$ cat src/inc/mcc_pkg.sv
// Constants, register map and types shared by the main clock controller.
package mcc_pkg;
  // Register indices; the byte address on the bus is four times the index.
  localparam logic [9:0] CCSR_INDEX = 10'h02C;
  localparam logic [9:0] BEEP_INDEX = 10'h02D;
  localparam logic [9:0] EVT_STATUS_INDEX = 10'h02E;
  localparam logic [9:0] EVT_MASK_INDEX = 10'h02F;
  localparam logic [11:0] CCSR_ADDR = {CCSR_INDEX, 2'b00};
  localparam logic [11:0] BEEP_ADDR = {BEEP_INDEX, 2'b00};
  localparam logic [11:0] EVT_STATUS_ADDR = {EVT_STATUS_INDEX, 2'b00};
  localparam logic [11:0] EVT_MASK_ADDR = {EVT_MASK_INDEX, 2'b00};
  localparam int ADDR_WIDTH = 12;

  // Field layout of the clock control/status register.
  localparam int CLOCK_OUT_ENABLE_BIT = 7;
  localparam int SLOW_DIVIDER_LSB = 5;
  localparam int SLOW_MODE_SELECT_BIT = 4;
  localparam int TIME_BASE_LSB = 2;
  localparam int TIMER_IRQ_ENABLE_BIT = 1;
  localparam int TIMEOUT_FLAG_BIT = 0;
  // Field layout of the beep control register.
  localparam int TONE_SELECT_LSB = 0;
  // Event status and mask layout.
  localparam int EVT_TIMEOUT_BIT = 0;
  localparam int EVT_WAKE_BIT = 1;
  localparam int EVT_WIDTH = 2;

  localparam logic [7:0] CCSR_RESET = 8'h00;
  localparam logic [1:0] TONE_RESET = 2'h0;
  localparam logic [EVT_WIDTH-1:0] EVT_RESET = 2'h0;

  localparam logic [1:0] TONE_OFF = 2'h0;
  localparam logic [1:0] TONE_HIGH = 2'h1;
  localparam logic [1:0] TONE_MID = 2'h2;

  localparam logic [1:0] RESP_OKAY = 2'h0;
  localparam logic [1:0] RESP_SLVERR = 2'h2;

  // Time-base periods in halved-oscillator cycles.
  localparam int TB_PERIOD_0 = 16000;
  localparam int TB_PERIOD_1 = 32000;
  localparam int TB_PERIOD_2 = 80000;
  localparam int TB_PERIOD_3 = 200000;

  // Tone frequencies for the reference halved-oscillator rate.
  localparam int TONE_OSC_HZ = 8000000;
  localparam int TONE_HZ_HIGH = 2000;
  localparam int TONE_HZ_MID = 1000;
  localparam int TONE_HZ_LOW = 500;
  localparam int TONE_HALF_HIGH = TONE_OSC_HZ / (2 * TONE_HZ_HIGH);
  localparam int TONE_HALF_MID = TONE_OSC_HZ / (2 * TONE_HZ_MID);
  localparam int TONE_HALF_LOW = TONE_OSC_HZ / (2 * TONE_HZ_LOW);

  typedef enum logic [2:0] {
    PWR_RUN = 3'b001,
    PWR_ACTIVE_HALT = 3'b010,
    PWR_HALT = 3'b100
  } mcc_power_type;
endpackage : mcc_pkg

$ cat src/rtl/mcc_main_clock.sv
// Main clock controller: CPU prescaler, clock-out, time base, tone and bus slave.
// Function
// Slow mode divides CPU clock by 2..16
// Clock-out enable drives CPU clock on pin (pin toggles once per CPU cycle, so it carries half the CPU rate)
// Clock-out stops toggling during active halt
// Time-base periods 16000/32000/80000/200000 cycles
// Time-base change applies after current period
// Period end sets timeout; register read clears
// CPU irq: flag, enable set, mask clear
// Halt with irq enable enters active halt
// Wait mode unaffected; timer irq wakes
// Active halt: counter runs, registers frozen
// Full halt freezes all; timer cannot wake
// Tone select: off, 2k, 1k, 500 Hz
// Tone keeps running during active halt
// Software writes zero to reserved beep bits
// Software avoids read-modify-write on control register
// Both registers reset to zero
// All four functions work independently together
// Counter resets, restarts from zero each period
//
// Register access over AXI4-Lite was chosen for this implementation.
`timescale 1ns/1ps
module mcc_main_clock
  import mcc_pkg::*;
#(
  parameter int TB_COUNT_0 = TB_PERIOD_0,
  parameter int TB_COUNT_1 = TB_PERIOD_1,
  parameter int TB_COUNT_2 = TB_PERIOD_2,
  parameter int TB_COUNT_3 = TB_PERIOD_3,
  parameter int TB_WIDTH = 18,
  parameter int TONE_COUNT_HIGH = TONE_HALF_HIGH,
  parameter int TONE_COUNT_MID = TONE_HALF_MID,
  parameter int TONE_COUNT_LOW = TONE_HALF_LOW,
  parameter int TONE_WIDTH = 13
) (
  // Clock (halved oscillator clock) and reset
  input wire logic clk,
  input wire logic rst,
  // AXI4-Lite write address
  input wire logic [ADDR_WIDTH-1:0] awaddr,
  input wire logic [2:0] awprot,
  input wire logic awvalid,
  output logic awready,
  // AXI4-Lite write data
  input wire logic [31:0] wdata,
  input wire logic [3:0] wstrb,
  input wire logic wvalid,
  output logic wready,
  // AXI4-Lite write response
  output logic [1:0] bresp,
  output logic bvalid,
  input wire logic bready,
  // AXI4-Lite read address
  input wire logic [ADDR_WIDTH-1:0] araddr,
  input wire logic [2:0] arprot,
  input wire logic arvalid,
  output logic arready,
  // AXI4-Lite read data
  output logic [31:0] rdata,
  output logic [1:0] rresp,
  output logic rvalid,
  input wire logic rready,
  // CPU core power control
  input wire logic haltInstruction,
  input wire logic haltWakeup,
  input wire logic waitMode,
  input wire logic cpuIntMask,
  output logic cpuClockEnable,
  output logic activeHaltMode,
  output logic fullHaltMode,
  // Interrupts
  output logic timerIrq,
  output logic irq,
  // Port pins
  output logic clockOutPinOut,
  output logic clockOutPinOe,
  output logic tonePinOut,
  output logic tonePinOe
);

  mcc_power_type powerState;
  mcc_power_type next_powerState;

  logic [7:0] controlStatus;
  logic [1:0] toneSelect;
  logic [EVT_WIDTH-1:0] eventStatus;
  logic [EVT_WIDTH-1:0] eventMask;

  logic clockOutEnable;
  logic [1:0] slowDividerSelect;
  logic slowModeSelect;
  logic [1:0] timeBaseSelect;
  logic timerIrqEnable;
  logic timeoutFlag;

  logic [1:0] activeTimeBase;
  logic [TB_WIDTH-1:0] timeBaseCount;
  logic periodEnd;
  logic [3:0] prescaleCount;
  logic cpuTick;
  logic [TONE_WIDTH-1:0] toneCount;
  logic toneLevel;
  logic clockOutLevel;

  logic [ADDR_WIDTH-1:0] writeAddr;
  logic writeAddrHeld;
  logic [7:0] writeByte;
  logic writeByteValid;
  logic writeDataHeld;
  logic writeFire;
  logic readFire;
  logic readControl;
  logic registersFrozen;
  logic timerWake;

  assign clockOutEnable = controlStatus[CLOCK_OUT_ENABLE_BIT];
  assign slowDividerSelect = controlStatus[SLOW_DIVIDER_LSB +: 2];
  assign slowModeSelect = controlStatus[SLOW_MODE_SELECT_BIT];
  assign timeBaseSelect = controlStatus[TIME_BASE_LSB +: 2];
  assign timerIrqEnable = controlStatus[TIMER_IRQ_ENABLE_BIT];
  assign timeoutFlag = controlStatus[TIMEOUT_FLAG_BIT];

  // Last prescaler count for the selected slow divider.
  function automatic logic [3:0] dividerLast(input logic [1:0] sel);
    unique case (sel)
      2'h0: dividerLast = 4'h1;
      2'h1: dividerLast = 4'h3;
      2'h2: dividerLast = 4'h7;
      default: dividerLast = 4'hF;
    endcase
  endfunction : dividerLast

  // Last count of a time-base period.
  function automatic logic [TB_WIDTH-1:0] periodLast(input logic [1:0] sel);
    unique case (sel)
      2'h0: periodLast = TB_WIDTH'(TB_COUNT_0 - 1);
      2'h1: periodLast = TB_WIDTH'(TB_COUNT_1 - 1);
      2'h2: periodLast = TB_WIDTH'(TB_COUNT_2 - 1);
      default: periodLast = TB_WIDTH'(TB_COUNT_3 - 1);
    endcase
  endfunction : periodLast

  // Last count of a tone half period.
  function automatic logic [TONE_WIDTH-1:0] toneLast(input logic [1:0] sel);
    unique case (sel)
      TONE_HIGH: toneLast = TONE_WIDTH'(TONE_COUNT_HIGH - 1);
      TONE_MID: toneLast = TONE_WIDTH'(TONE_COUNT_MID - 1);
      default: toneLast = TONE_WIDTH'(TONE_COUNT_LOW - 1);
    endcase
  endfunction : toneLast

  // Power state follows the CPU halt requests.
  assign timerWake = timeoutFlag && timerIrqEnable;
  assign registersFrozen = (powerState != PWR_RUN);

  always_comb begin
    next_powerState = powerState;
    unique case (powerState)
      PWR_RUN: begin
        if (haltInstruction) begin
          next_powerState = timerIrqEnable ? PWR_ACTIVE_HALT : PWR_HALT;
        end
      end
      PWR_ACTIVE_HALT: begin
        if (timerWake || periodEnd && timerIrqEnable || haltWakeup) begin
          next_powerState = PWR_RUN;
        end
      end
      PWR_HALT: begin
        if (haltWakeup) begin
          next_powerState = PWR_RUN;
        end
      end
      default: next_powerState = PWR_RUN;
    endcase
  end

  always_ff @(posedge clk or posedge rst) begin
    if (rst) begin
      powerState <= PWR_RUN;
    end else begin
      powerState <= next_powerState;
    end
  end

  assign activeHaltMode = (powerState == PWR_ACTIVE_HALT);
  assign fullHaltMode = (powerState == PWR_HALT);

  // CPU prescaler; the CPU is stopped in either halt mode.
  assign cpuTick = !registersFrozen &&
                   (!slowModeSelect || prescaleCount >= dividerLast(slowDividerSelect));
  assign cpuClockEnable = cpuTick;

  always_ff @(posedge clk or posedge rst) begin
    if (rst) begin
      prescaleCount <= 4'h0;
    end else if (registersFrozen || !slowModeSelect || cpuTick) begin
      prescaleCount <= 4'h0;
    end else begin
      prescaleCount <= prescaleCount + 4'h1;
    end
  end

  // Clock-out toggles once per CPU cycle; a flop cannot copy clk itself, so the
  // pin carries half the CPU rate, and it holds still in active halt.
  always_ff @(posedge clk or posedge rst) begin
    if (rst) begin
      clockOutLevel <= 1'b0;
    end else if (!clockOutEnable || activeHaltMode || next_powerState == PWR_ACTIVE_HALT) begin
      clockOutLevel <= 1'b0;
    end else if (cpuTick) begin
      clockOutLevel <= !clockOutLevel;
    end
  end

  assign clockOutPinOut = clockOutLevel;
  assign clockOutPinOe = clockOutEnable;

  // Time base; the new selection is taken only at a period end.
  assign periodEnd = !fullHaltMode && (timeBaseCount == periodLast(activeTimeBase));

  always_ff @(posedge clk or posedge rst) begin
    if (rst) begin
      timeBaseCount <= '0;
      activeTimeBase <= 2'h0;
    end else if (fullHaltMode) begin
      timeBaseCount <= timeBaseCount;
    end else if (periodEnd) begin
      timeBaseCount <= '0;
      activeTimeBase <= timeBaseSelect;
    end else begin
      timeBaseCount <= timeBaseCount + TB_WIDTH'(1);
    end
  end

  // Tone generator; it keeps running in active halt and stops in full halt.
  always_ff @(posedge clk or posedge rst) begin
    if (rst) begin
      toneCount <= '0;
      toneLevel <= 1'b0;
    end else if (toneSelect == TONE_OFF) begin
      toneCount <= '0;
      toneLevel <= 1'b0;
    end else if (fullHaltMode) begin
      toneCount <= toneCount;
    end else if (toneCount >= toneLast(toneSelect)) begin
      toneCount <= '0;
      toneLevel <= !toneLevel;
    end else begin
      toneCount <= toneCount + TONE_WIDTH'(1);
    end
  end

  assign tonePinOut = toneLevel;
  assign tonePinOe = (toneSelect != TONE_OFF);

  // Bus slave: address and data are held until both are present.
  assign awready = !writeAddrHeld && !bvalid;
  assign wready = !writeDataHeld && !bvalid;
  assign writeFire = writeAddrHeld && writeDataHeld && !bvalid;
  assign arready = !rvalid;
  assign readFire = arvalid && arready;
  assign readControl = readFire && (araddr == CCSR_ADDR);

  always_ff @(posedge clk or posedge rst) begin
    if (rst) begin
      writeAddrHeld <= 1'b0;
      writeAddr <= '0;
    end else if (awvalid && awready) begin
      writeAddrHeld <= 1'b1;
      writeAddr <= awaddr;
    end else if (writeFire) begin
      writeAddrHeld <= 1'b0;
    end
  end

  always_ff @(posedge clk or posedge rst) begin
    if (rst) begin
      writeDataHeld <= 1'b0;
      writeByte <= 8'h00;
      writeByteValid <= 1'b0;
    end else if (wvalid && wready) begin
      writeDataHeld <= 1'b1;
      writeByte <= wdata[7:0];
      writeByteValid <= wstrb[0];
    end else if (writeFire) begin
      writeDataHeld <= 1'b0;
    end
  end

  always_ff @(posedge clk or posedge rst) begin
    if (rst) begin
      bvalid <= 1'b0;
      bresp <= RESP_OKAY;
    end else if (writeFire) begin
      bvalid <= 1'b1;
      bresp <= (writeAddr == CCSR_ADDR || writeAddr == BEEP_ADDR ||
                writeAddr == EVT_STATUS_ADDR || writeAddr == EVT_MASK_ADDR) ?
               RESP_OKAY : RESP_SLVERR;
    end else if (bready) begin
      bvalid <= 1'b0;
    end
  end

  // Control/status register; the timeout flag is set by hardware only, and a
  // set in the same cycle as a clearing read wins so no period is lost.
  always_ff @(posedge clk or posedge rst) begin
    if (rst) begin
      controlStatus <= CCSR_RESET;
    end else begin
      if (writeFire && writeByteValid && writeAddr == CCSR_ADDR && !registersFrozen) begin
        controlStatus[7:1] <= writeByte[7:1];
      end
      if (periodEnd) begin
        controlStatus[TIMEOUT_FLAG_BIT] <= 1'b1;
      end else if (readControl) begin
        controlStatus[TIMEOUT_FLAG_BIT] <= 1'b0;
      end
    end
  end

  // Beep control; only the tone field is stored, reserved bits read zero.
  always_ff @(posedge clk or posedge rst) begin
    if (rst) begin
      toneSelect <= TONE_RESET;
    end else if (writeFire && writeByteValid && writeAddr == BEEP_ADDR && !registersFrozen) begin
      toneSelect <= writeByte[TONE_SELECT_LSB +: 2];
    end
  end

  // Event status (write one to clear, set wins) and its mask.
  always_ff @(posedge clk or posedge rst) begin
    if (rst) begin
      eventStatus <= EVT_RESET;
    end else begin
      for (int i = 0; i < EVT_WIDTH; i++) begin
        if (i == EVT_TIMEOUT_BIT && periodEnd ||
            i == EVT_WAKE_BIT && registersFrozen && next_powerState == PWR_RUN) begin
          eventStatus[i] <= 1'b1;
        end else if (writeFire && writeByteValid && writeAddr == EVT_STATUS_ADDR &&
                     writeByte[i]) begin
          eventStatus[i] <= 1'b0;
        end
      end
    end
  end

  always_ff @(posedge clk or posedge rst) begin
    if (rst) begin
      eventMask <= EVT_RESET;
    end else if (writeFire && writeByteValid && writeAddr == EVT_MASK_ADDR) begin
      eventMask <= writeByte[EVT_WIDTH-1:0];
    end
  end

  assign irq = |(eventStatus & eventMask);

  // The CPU request ignores wait mode: it is what brings the core out of it.
  assign timerIrq = timeoutFlag && timerIrqEnable && !cpuIntMask;

  // Read channel; the read value carries the flag as it was before clearing.
  always_ff @(posedge clk or posedge rst) begin
    if (rst) begin
      rvalid <= 1'b0;
      rdata <= 32'h0000_0000;
      rresp <= RESP_OKAY;
    end else if (readFire) begin
      rvalid <= 1'b1;
      rresp <= RESP_OKAY;
      unique case (araddr)
        CCSR_ADDR: rdata <= {24'h00_0000, controlStatus};
        BEEP_ADDR: rdata <= {30'h0000_0000, toneSelect};
        EVT_STATUS_ADDR: rdata <= {30'h0000_0000, eventStatus};
        EVT_MASK_ADDR: rdata <= {30'h0000_0000, eventMask};
        default: begin
          rdata <= 32'h0000_0000;
          rresp <= RESP_SLVERR;
        end
      endcase
    end else if (rready) begin
      rvalid <= 1'b0;
    end
  end

endmodule : mcc_main_clock

$ cat config.mk
export PLATFORM = sky130hd
export DESIGN_NAME = mcc_main_clock
export DESIGN_NICKNAME = d
export VERILOG_FILES = /design/src/inc/mcc_pkg.sv /design/src/rtl/mcc_main_clock.sv
export SDC_FILE = /design/constraint.sdc
export NUM_CORES = 1
export LEC_CHECK = 0
export CAP_MARGIN = 30
export CELL_PAD_IN_SITES_DETAIL_PLACEMENT = 1
export CELL_PAD_IN_SITES_GLOBAL_PLACEMENT = 2
export CORE_MARGIN = 8
export CORE_UTILIZATION = 39
export DETAILED_ROUTE_END_ITERATION = 8
export DONT_BUFFER_PORTS = 1
export GPL_ROUTABILITY_DRIVEN = 0
export PLACE_DENSITY = 0.84
export SYNTH_ARGS = -nofsm -noshare
export SYNTH_HDL_FRONTEND = slang
export SYNTH_SLANG_ARGS = --single-unit
$ cat constraint.sdc
create_clock -name clk -period 4.5 [get_ports clk]
set_clock_uncertainty 0.05 [all_clocks]
set_input_delay 1.35 -clock clk [delete_from_list [all_inputs] [get_ports clk]]
set_output_delay 1.35 -clock clk [all_outputs]
set_load 0.05 [all_outputs]
Word-level counts from Yosys, hierarchy flattened:

Index checks and enable logic that the tools add are counted.

* flip-flop bits (word level): 117
* latch bits: 0
* RAM bits: 0
* memory bits (read-only): 0
* input bits: 77
* output and inout bits: 50
* word-level logic and storage cells: 149
* memories kept: 0

* add/subtract/negate cells: 3
* $mul: 0
* divide/modulo/power cells: 0
* $lt $le $gt $ge: 2
* eq/ne operators: 22
* shift-type cells: 0
* multiplexer cells: 36
* bitwise logic cells: 2
* reductions and logical operators: 61

Operators by type and width (count)
* 12-bit by 8-bit equality test with 1-bit output (second input constant): 8
* 13-bit two-way mux: 5
* 18-bit case mux with 3 select lines: 1
* 8-bit case mux with 4 select lines: 1
* 13-bit case mux with 2 select lines: 1
* 1-bit logical AND: 23
* 2-bit nonzero test: 10
* 18-bit by 1-bit adder with 18-bit output (second input constant): 1
* 18-bit equality test: 1
* 1-bit two-way mux: 18
* 18-bit two-way mux: 1
* 13-bit by 1-bit adder with 13-bit output (second input constant): 1
* 13-bit greater-or-equal comparator: 1
* 3-bit two-way mux: 4
* 4-bit case mux with 3 select lines: 1
* 1-bit logical NOT: 11
* 1-bit logical OR: 10
* 3-bit case mux with 3 select lines: 1
* 2-bit by 1-bit equality test with 1-bit output (second input constant): 3
* 2-bit equality test (second input constant): 3
* 3-bit by 1-bit equality test with 1-bit output (second input constant): 2
* 3-bit by 2-bit equality test with 1-bit output (second input constant): 2
* 2-bit logical NOT: 3
* 4-bit by 1-bit adder with 4-bit output (second input constant): 1
* other kinds (11): 13

Longest topological paths before layout:

Gate-level depths: netlist of the first run.

* depth in word-level cells: 12
* depth in mapped cells: 9
* mapped depth without buffers: 9

Worst setup path after synthesis of the first run:

Ideal clock, no wire load.

* path type: input port to output port
* start: input cpuIntMask
* end: output timerIrq
* data arrival time: 2.004 ns
* data required time: 3.100 ns
* setup slack: 1.096 ns
* stages: 1
* path buffers: 0
* cell sequence: nor2_1

* longest elaborated chain between the ends: 2

Ends and longest elaborated chain
* start, declared: RTL line mcc_main_clock.sv:68 `input wire logic cpuIntMask,`
* 1-bit logical NOT: RTL line mcc_main_clock.sv:360 `assign timerIrq = timeoutFlag && timerIrqEnable && !cpuIntMask;`
* 1-bit logical AND: RTL line mcc_main_clock.sv:360
* end, declared: RTL line mcc_main_clock.sv:73 `output logic timerIrq,`

Every way passes these cells.

Worst setup path after layout of the first run:

* start: register powerState[0]
* end: output cpuClockEnable

* longest elaborated chain between the ends: 3

Ends and longest elaborated chain
* start, declared: RTL line mcc_main_clock.sv:82 `mcc_power_type powerState;`
* start signal, assigned: RTL line mcc_main_clock.sv:183 `powerState <= next_powerState;`
* 3-bit by 1-bit inequality test with 1-bit output: RTL line mcc_main_clock.sv:155 `assign registersFrozen = (powerState != PWR_RUN);`
* 1-bit logical NOT: RTL line mcc_main_clock.sv:191 `assign cpuTick = !registersFrozen &&`
* 1-bit logical AND: RTL line mcc_main_clock.sv:191
* end, declared: RTL line mcc_main_clock.sv:69 `output logic cpuClockEnable,`

Every way passes these cells.

==> flow_metrics.tcl, run 1 <==
set metrics [dict create \
    status "finished, final reports clean" \
    fillers 1355 \
    seq_area_frac_synth 0.473 \
    cts_tree "built" \
    routed_wl_um 11300 \
    synth_cell_types 62 \
    first_pass_iters 4 \
    cts_buffers 9 \
    clk_pin_slew_ns 0.07 \
    clock_power_share 0.308 \
    grt_overflow 0 \
    grt.total_usage 0.146 \
    final_common_cell "dfrtp_1" \
    synth.ff_latch_count 91 \
    yosysTopAreaCell "dfrtp_1" \
    p_sw_mw 0.794 \
    cp.arrival_ns 2.17 \
    synth-xor-area-share 0.0345 \
    min_period_ns 3.57 \
    synth-adder-area-share 0.0364 \
    swShare 0.338 \
    cts_hold_repair.buffers 0 \
    setup_viol 0 \
    synth-compound-area-share 0.106 \
    start_util 0.401 \
    fin_nets 554 \
    antenna_found_initial 0 \
    syn_inst 462 \
    rsz0062_at_grt "false" \
    power.internal_mw 1.55 \
    netlist_area_sq_um 4820 \
    max_slew_margin 0.377 \
    drive_gt1_frac 0.137 \
    root_buffer "clkbuf_16" \
    die_w_um 127 \
    leakagePower_nw 2.30 \
    async_flop_share 1.00 \
    start_kind "flop" \
    hpwl_um 8540 \
    vias_per_cell 5.45 \
    cts_max_level 3 \
    hold_violations 0 \
    tightest_slew_ns 0.931 \
    hp-start "writeByte[2]" \
    max_freq_mhz 280 \
    fp.coreArea_sq_um 12000 \
    multi_input_comb_area_sq_um 2290 \
    hp-class "reg2reg" \
    crit_type "reg2out" \
    fin_crit_sh 0.794 \
    combPwrFrac 0.208 \
    critPathLaunch "powerState[0]" \
    max-clock-path-buffers 2 \
    portBuffers 0 \
    synth_edf_count 0 \
    synth_top_cell_area_share 0.468 \
    synthMuxAreaShare 0.0891 \
    postRouteAntennaNets 0 \
    critPathRequiredTime_ns 3.10 \
    detail_route.wl_per_cell_um 18.4 \
    cellPowerDensity_nw_per_um2 455 \
    grt_pass1_vias 3730 \
    synth_warnings 0 \
    insertedDiodeCount 0 \
    fin_setup_tns_ns 0 \
    row_count 40 \
    critPathCaptureType "output pin" \
    post_cts.repair.setup_buffers 0 \
    vias 3351 \
    postCtsResizedCells 0 \
    drc 0 \
    synthToLayoutAreaGrowth_pct 6.94 \
    power_frac_seq 0.484 \
    regArea_sq_um 2280 \
    cp_max_fo 6 \
    synth_top_family_by_area "simple AND/OR/NAND/NOR gates" \
    synth_simple_gate_area_frac 0.188 \
    timing.max_cap.violations 0 \
    p_total_mw 2.35 \
    vdd.ir_drop.worst_v 0.000311 \
    dieArea_sq_um 16200 \
    ys.flop_type "dfrtp_1" \
    drt_iter0_drc 197 \
    cts.sinks 91 \
    slew_viol_final 0 \
    io_pins 127 \
    postSynthAreaPerCell_sq_um 10.4 \
    r2r-start "powerState[0]" \
    stdcell_count 615 \
    grt_max_degree 50 \
    post-place-cells 599 \
    layout_common_cells "dfrtp_1, nand2_1, nor2_1" \
    netlist_top_cells_area "dfrtp_1, mux2_2, buf_4, ha_1, nand2_1" \
    clk_latency_ns 0.35 \
    grt_pass1_wl_um 19100 \
    die_h_um 127 \
]
## layer usage
metal / vias to the layer above / GRT usage / part of all wire
met3: 9 / 0.0636 / 0.070
met1: 1685 / 0.167 / 0.42
met4: 0 / 0.0371 / 0.0093
li1: 1594 / - / -
met5: - / 0 / 0
met2: 63 / 0.246 / 0.50
## cells in the mapped netlist (all sizes together), types with 10 or more instances
master,instances
a21oi,14
and3,10
buf,31
dfrtp,90
ha,14
inv,20
mux2,29
nand2,43
nand3,17
nor2,33
o21ai,22
xor2,11
## critical path: stages (launching register included)
cell and delay [ns]:
dfstp_2 0.57, or3b_2 0.53, nor2_1 0.73
## registers in the layout, summed over array words and instances, names as in the netlist
signal,flops
timeBaseCount,18
toneCount,13
writeAddr,12
controlStatus,8
rdata,8
writeByte,8
prescaleCount,4
powerState,3
activeTimeBase,2
eventMask,2
eventStatus,2
toneSelect,2
bresp,1
bvalid,1
clockOutPinOut,1
rresp,1
rvalid,1
tonePinOut,1
writeAddrHeld,1
writeByteValid,1
writeDataHeld,1
## layout make-up
class                           instances  share of cell area
Sequential cell                        91               0.442
Clock inverter                          5             0.00753
Inverter                               21              0.0165
Multi-Input combinational cell        337               0.444
Clock buffer                           11              0.0471
Timing Repair Buffer                    3             0.00680
Tap cell                              147              0.0357
## cells by family after synthesis
family / after synthesis
simple gates: 163
flops: 91
compound gates: 79
buf+inv: 59
mux: 36
xor+xnor: 19
fa+ha+maj: 14
other cells: 1
## worst paths after layout
kind | slack (ns) | cells past startpoint | endpoint
min | 0.44 | 1 | controlStatus[2]
min reg2reg | 0.44 | 1 | controlStatus[2]
max in group asynchronous | 2.65 | 2 | powerState[0]
min in group asynchronous | 0.98 | 1 | timeBaseCount[16]
max reg2reg | 1.32 | 6 | activeTimeBase[1]
max | 0.93 | 2 | cpuClockEnable
## power by group through the flow
stage / sequential, mW / clock (mW) / combinational, mW
3_3_place_gp: 1.14 / 0 / 0.472
3_5_place_dp: 1.15 / 0 / 0.496
2_1_floorplan: 1.11 / 0 / 0.446
6_report: 1.13 / 0.723 / 0.488
4_1_cts: 1.14 / 0.750 / 0.497
5_1_grt: 1.16 / 0.783 / 0.542
## stage by stage
step                      cell area (sq um)  utilization  setup WS, ns  hold slack [ns]
after CTS                              5150        0.429         0.888            0.454
final                                  5150        0.429         0.925            0.445
after floorplan                        4910            -         0.738            0.402
after global routing                   5150        0.429         0.865            0.471
after detailed placement               4870        0.405          1.27            0.439
after global placement                 4860        0.405          1.30            0.435
(Power assumes the default switching activity.)
==> run 2, diff against run 1 <==
- CORE_UTILIZATION: 39 -> 35
- PLACE_DENSITY: 0.84 -> 0.8
- clock period: 4.5 -> 3.18 ns (I/O delays scaled with it)
==> flow_metrics.tcl, run 2 (synthesis gave the netlist of run 1 again) <==
set metrics [dict create \
    p_total_mw 3.53 \
    fin_crit_sh 0.954 \
    setup_ws_ns 0.145 \
    drive_gt1_frac 0.155 \
    hpwl_um 8630 \
    detail_route.wl_per_cell_um 17.3 \
    tightest_slew_ns 0.820 \
    cts_tree "built" \
    grt_max_degree 37 \
    io_pins 127 \
    antenna_found_initial 0 \
    critPathCaptureType "output pin" \
    largest_register_ff_count 18 \
    whs_endpoint "prescaleCount[0]" \
    routed_wl_um 11400 \
    hp-start "prescaleCount[0]" \
    cts_hold_repair.buffers 0 \
    vias_per_cell 5.18 \
    postCtsResizedCells 0 \
    clock_power_share 0.335 \
    r2r_end "toneCount[11]" \
    clk_pin_slew_ns 0.06 \
    synthToLayoutAreaGrowth_pct 10.3 \
    fin_nets 564 \
    timing.max_cap.violations 0 \
    grt_overflow 0 \
    insertedDiodeCount 0 \
    post_cts.repair.setup_buffers 0 \
    cellPowerDensity_nw_per_um2 664 \
    p_sw_mw 1.15 \
    ff2ff_setup_slack_ns 0.48 \
    combPwrFrac 0.209 \
    final_common_cell "dfrtp_1" \
    cts_max_level 3 \
    clk_latency_ns 0.35 \
    vdd.ir_drop.worst_v 0.000332 \
    drt_iter0_drc 127 \
    die_w_um 133 \
    row_count 43 \
    min_period_ns 3.04 \
    dieArea_sq_um 17800 \
    fin_util 0.389 \
    first_pass_iters 4 \
    regArea_sq_um 2280 \
    whs_ns 0.446 \
    cts.sinks 91 \
    hp-class "reg2reg" \
    power.internal_mw 2.37 \
    portBuffers 0 \
    slew_viol_final 0 \
    fillers 1547 \
    reg2reg_depth 9 \
    reg_top3 "timeBaseCount x18, toneCount x13, writeAddr x12" \
    power_frac_seq 0.456 \
    grt_pass1_vias 3611 \
    die_h_um 133 \
    start_util 0.352 \
    rsz0062_at_grt "false" \
    cp.arrival_ns 2.03 \
    grt_pass1_wl_um 19100 \
    max_slew_margin 0.453 \
    dp_slack_ns 0.429 \
    setup_viol 0 \
    leakagePower_nw 2.37 \
    cp_max_fo 5 \
    postRouteAntennaNets 0 \
    fp.coreArea_sq_um 13700 \
    status "finished, final reports clean" \
    vias 3407 \
    regMostFlops "timeBaseCount" \
    swShare 0.327 \
    r2r-start "toneSelect[0]" \
    grt.total_usage 0.133 \
    multi_input_comb_area_sq_um 2290 \
    start_kind "flop" \
    layout_common_cells "dfrtp_1, nand2_1, nor2_1" \
    max-clock-path-buffers 2 \
    root_buffer "clkbuf_16" \
    drc 0 \
    hold_path_depth 1 \
    max_freq_mhz 329 \
    hold_violations 0 \
    crit_type "reg2out" \
    critPathRequiredTime_ns 2.18 \
    fin_setup_tns_ns 0 \
    cts_buffers 9 \
]
[run 2: cell count changes in the layout (fill, tap and decap cells not counted)]
cell,delta
bufinv_16,+2
clkbuf_8,-1
clkinv_4,-1
buf_4,+10
clkinv_2,-2
inv_6,+2
[run 2: area by class of cell]
type                       instances  area share
timing repair buffer              13      0.0207
sequential                        91       0.429
multi-input combinational        337       0.431
inverter                          21      0.0165
clock inverter                     6      0.0179
tap                              180      0.0424
clock buffer                      10      0.0431
[run 2: power groups by stage]
stage	registers, mW	clock network, mW	logic, mW
final	1.61	1.18	0.735
after detailed placement	1.63	0	0.748
after global placement	1.61	0	0.707
after floorplan	1.57	0	0.631
after CTS	1.61	1.22	0.750
after global routing	1.64	1.25	0.807
[run 2: metal layers]
metal / global-route usage / vias up / routed length [um]
li1: - / 1617 / -
met1: 0.162 / 1712 / 5090
met2: 0.221 / 71 / 5520
met3: 0.0433 / 7 / 630
met4: 0.0374 / 0 / 126
met5: 0 / - / 0
[run 2: how the worst max path moves through the flow]
stage	end	slack, ns	start
after floorplan	cpuClockEnable	0.47	powerState[0]
after global placement	controlStatus[0]	0.48	araddr[9]
after detailed placement	controlStatus[0]	0.43	araddr[9]
after CTS	cpuClockEnable	0.10	controlStatus[6]
after global routing	cpuClockEnable	0.003	controlStatus[6]
final	cpuClockEnable	0.14	controlStatus[6]
[run 2: metrics by stage]
step,cell area (sq um),std cells
2_1_floorplan,4910,487
3_3_place_gp,4990,642
3_5_place_dp,4990,642
4_1_cts,5310,658
5_1_grt,5310,658
6_report,5310,658
[run 2: critical path, stage by stage (launching register included)]
cell     delay (ns)
dfrtp_1        0.43
nor2_1         0.11
ha_1           0.23
a21o_1         0.15
a21o_1         0.18
a21oi_1        0.28
nor2_1         0.10
buf_4          0.20
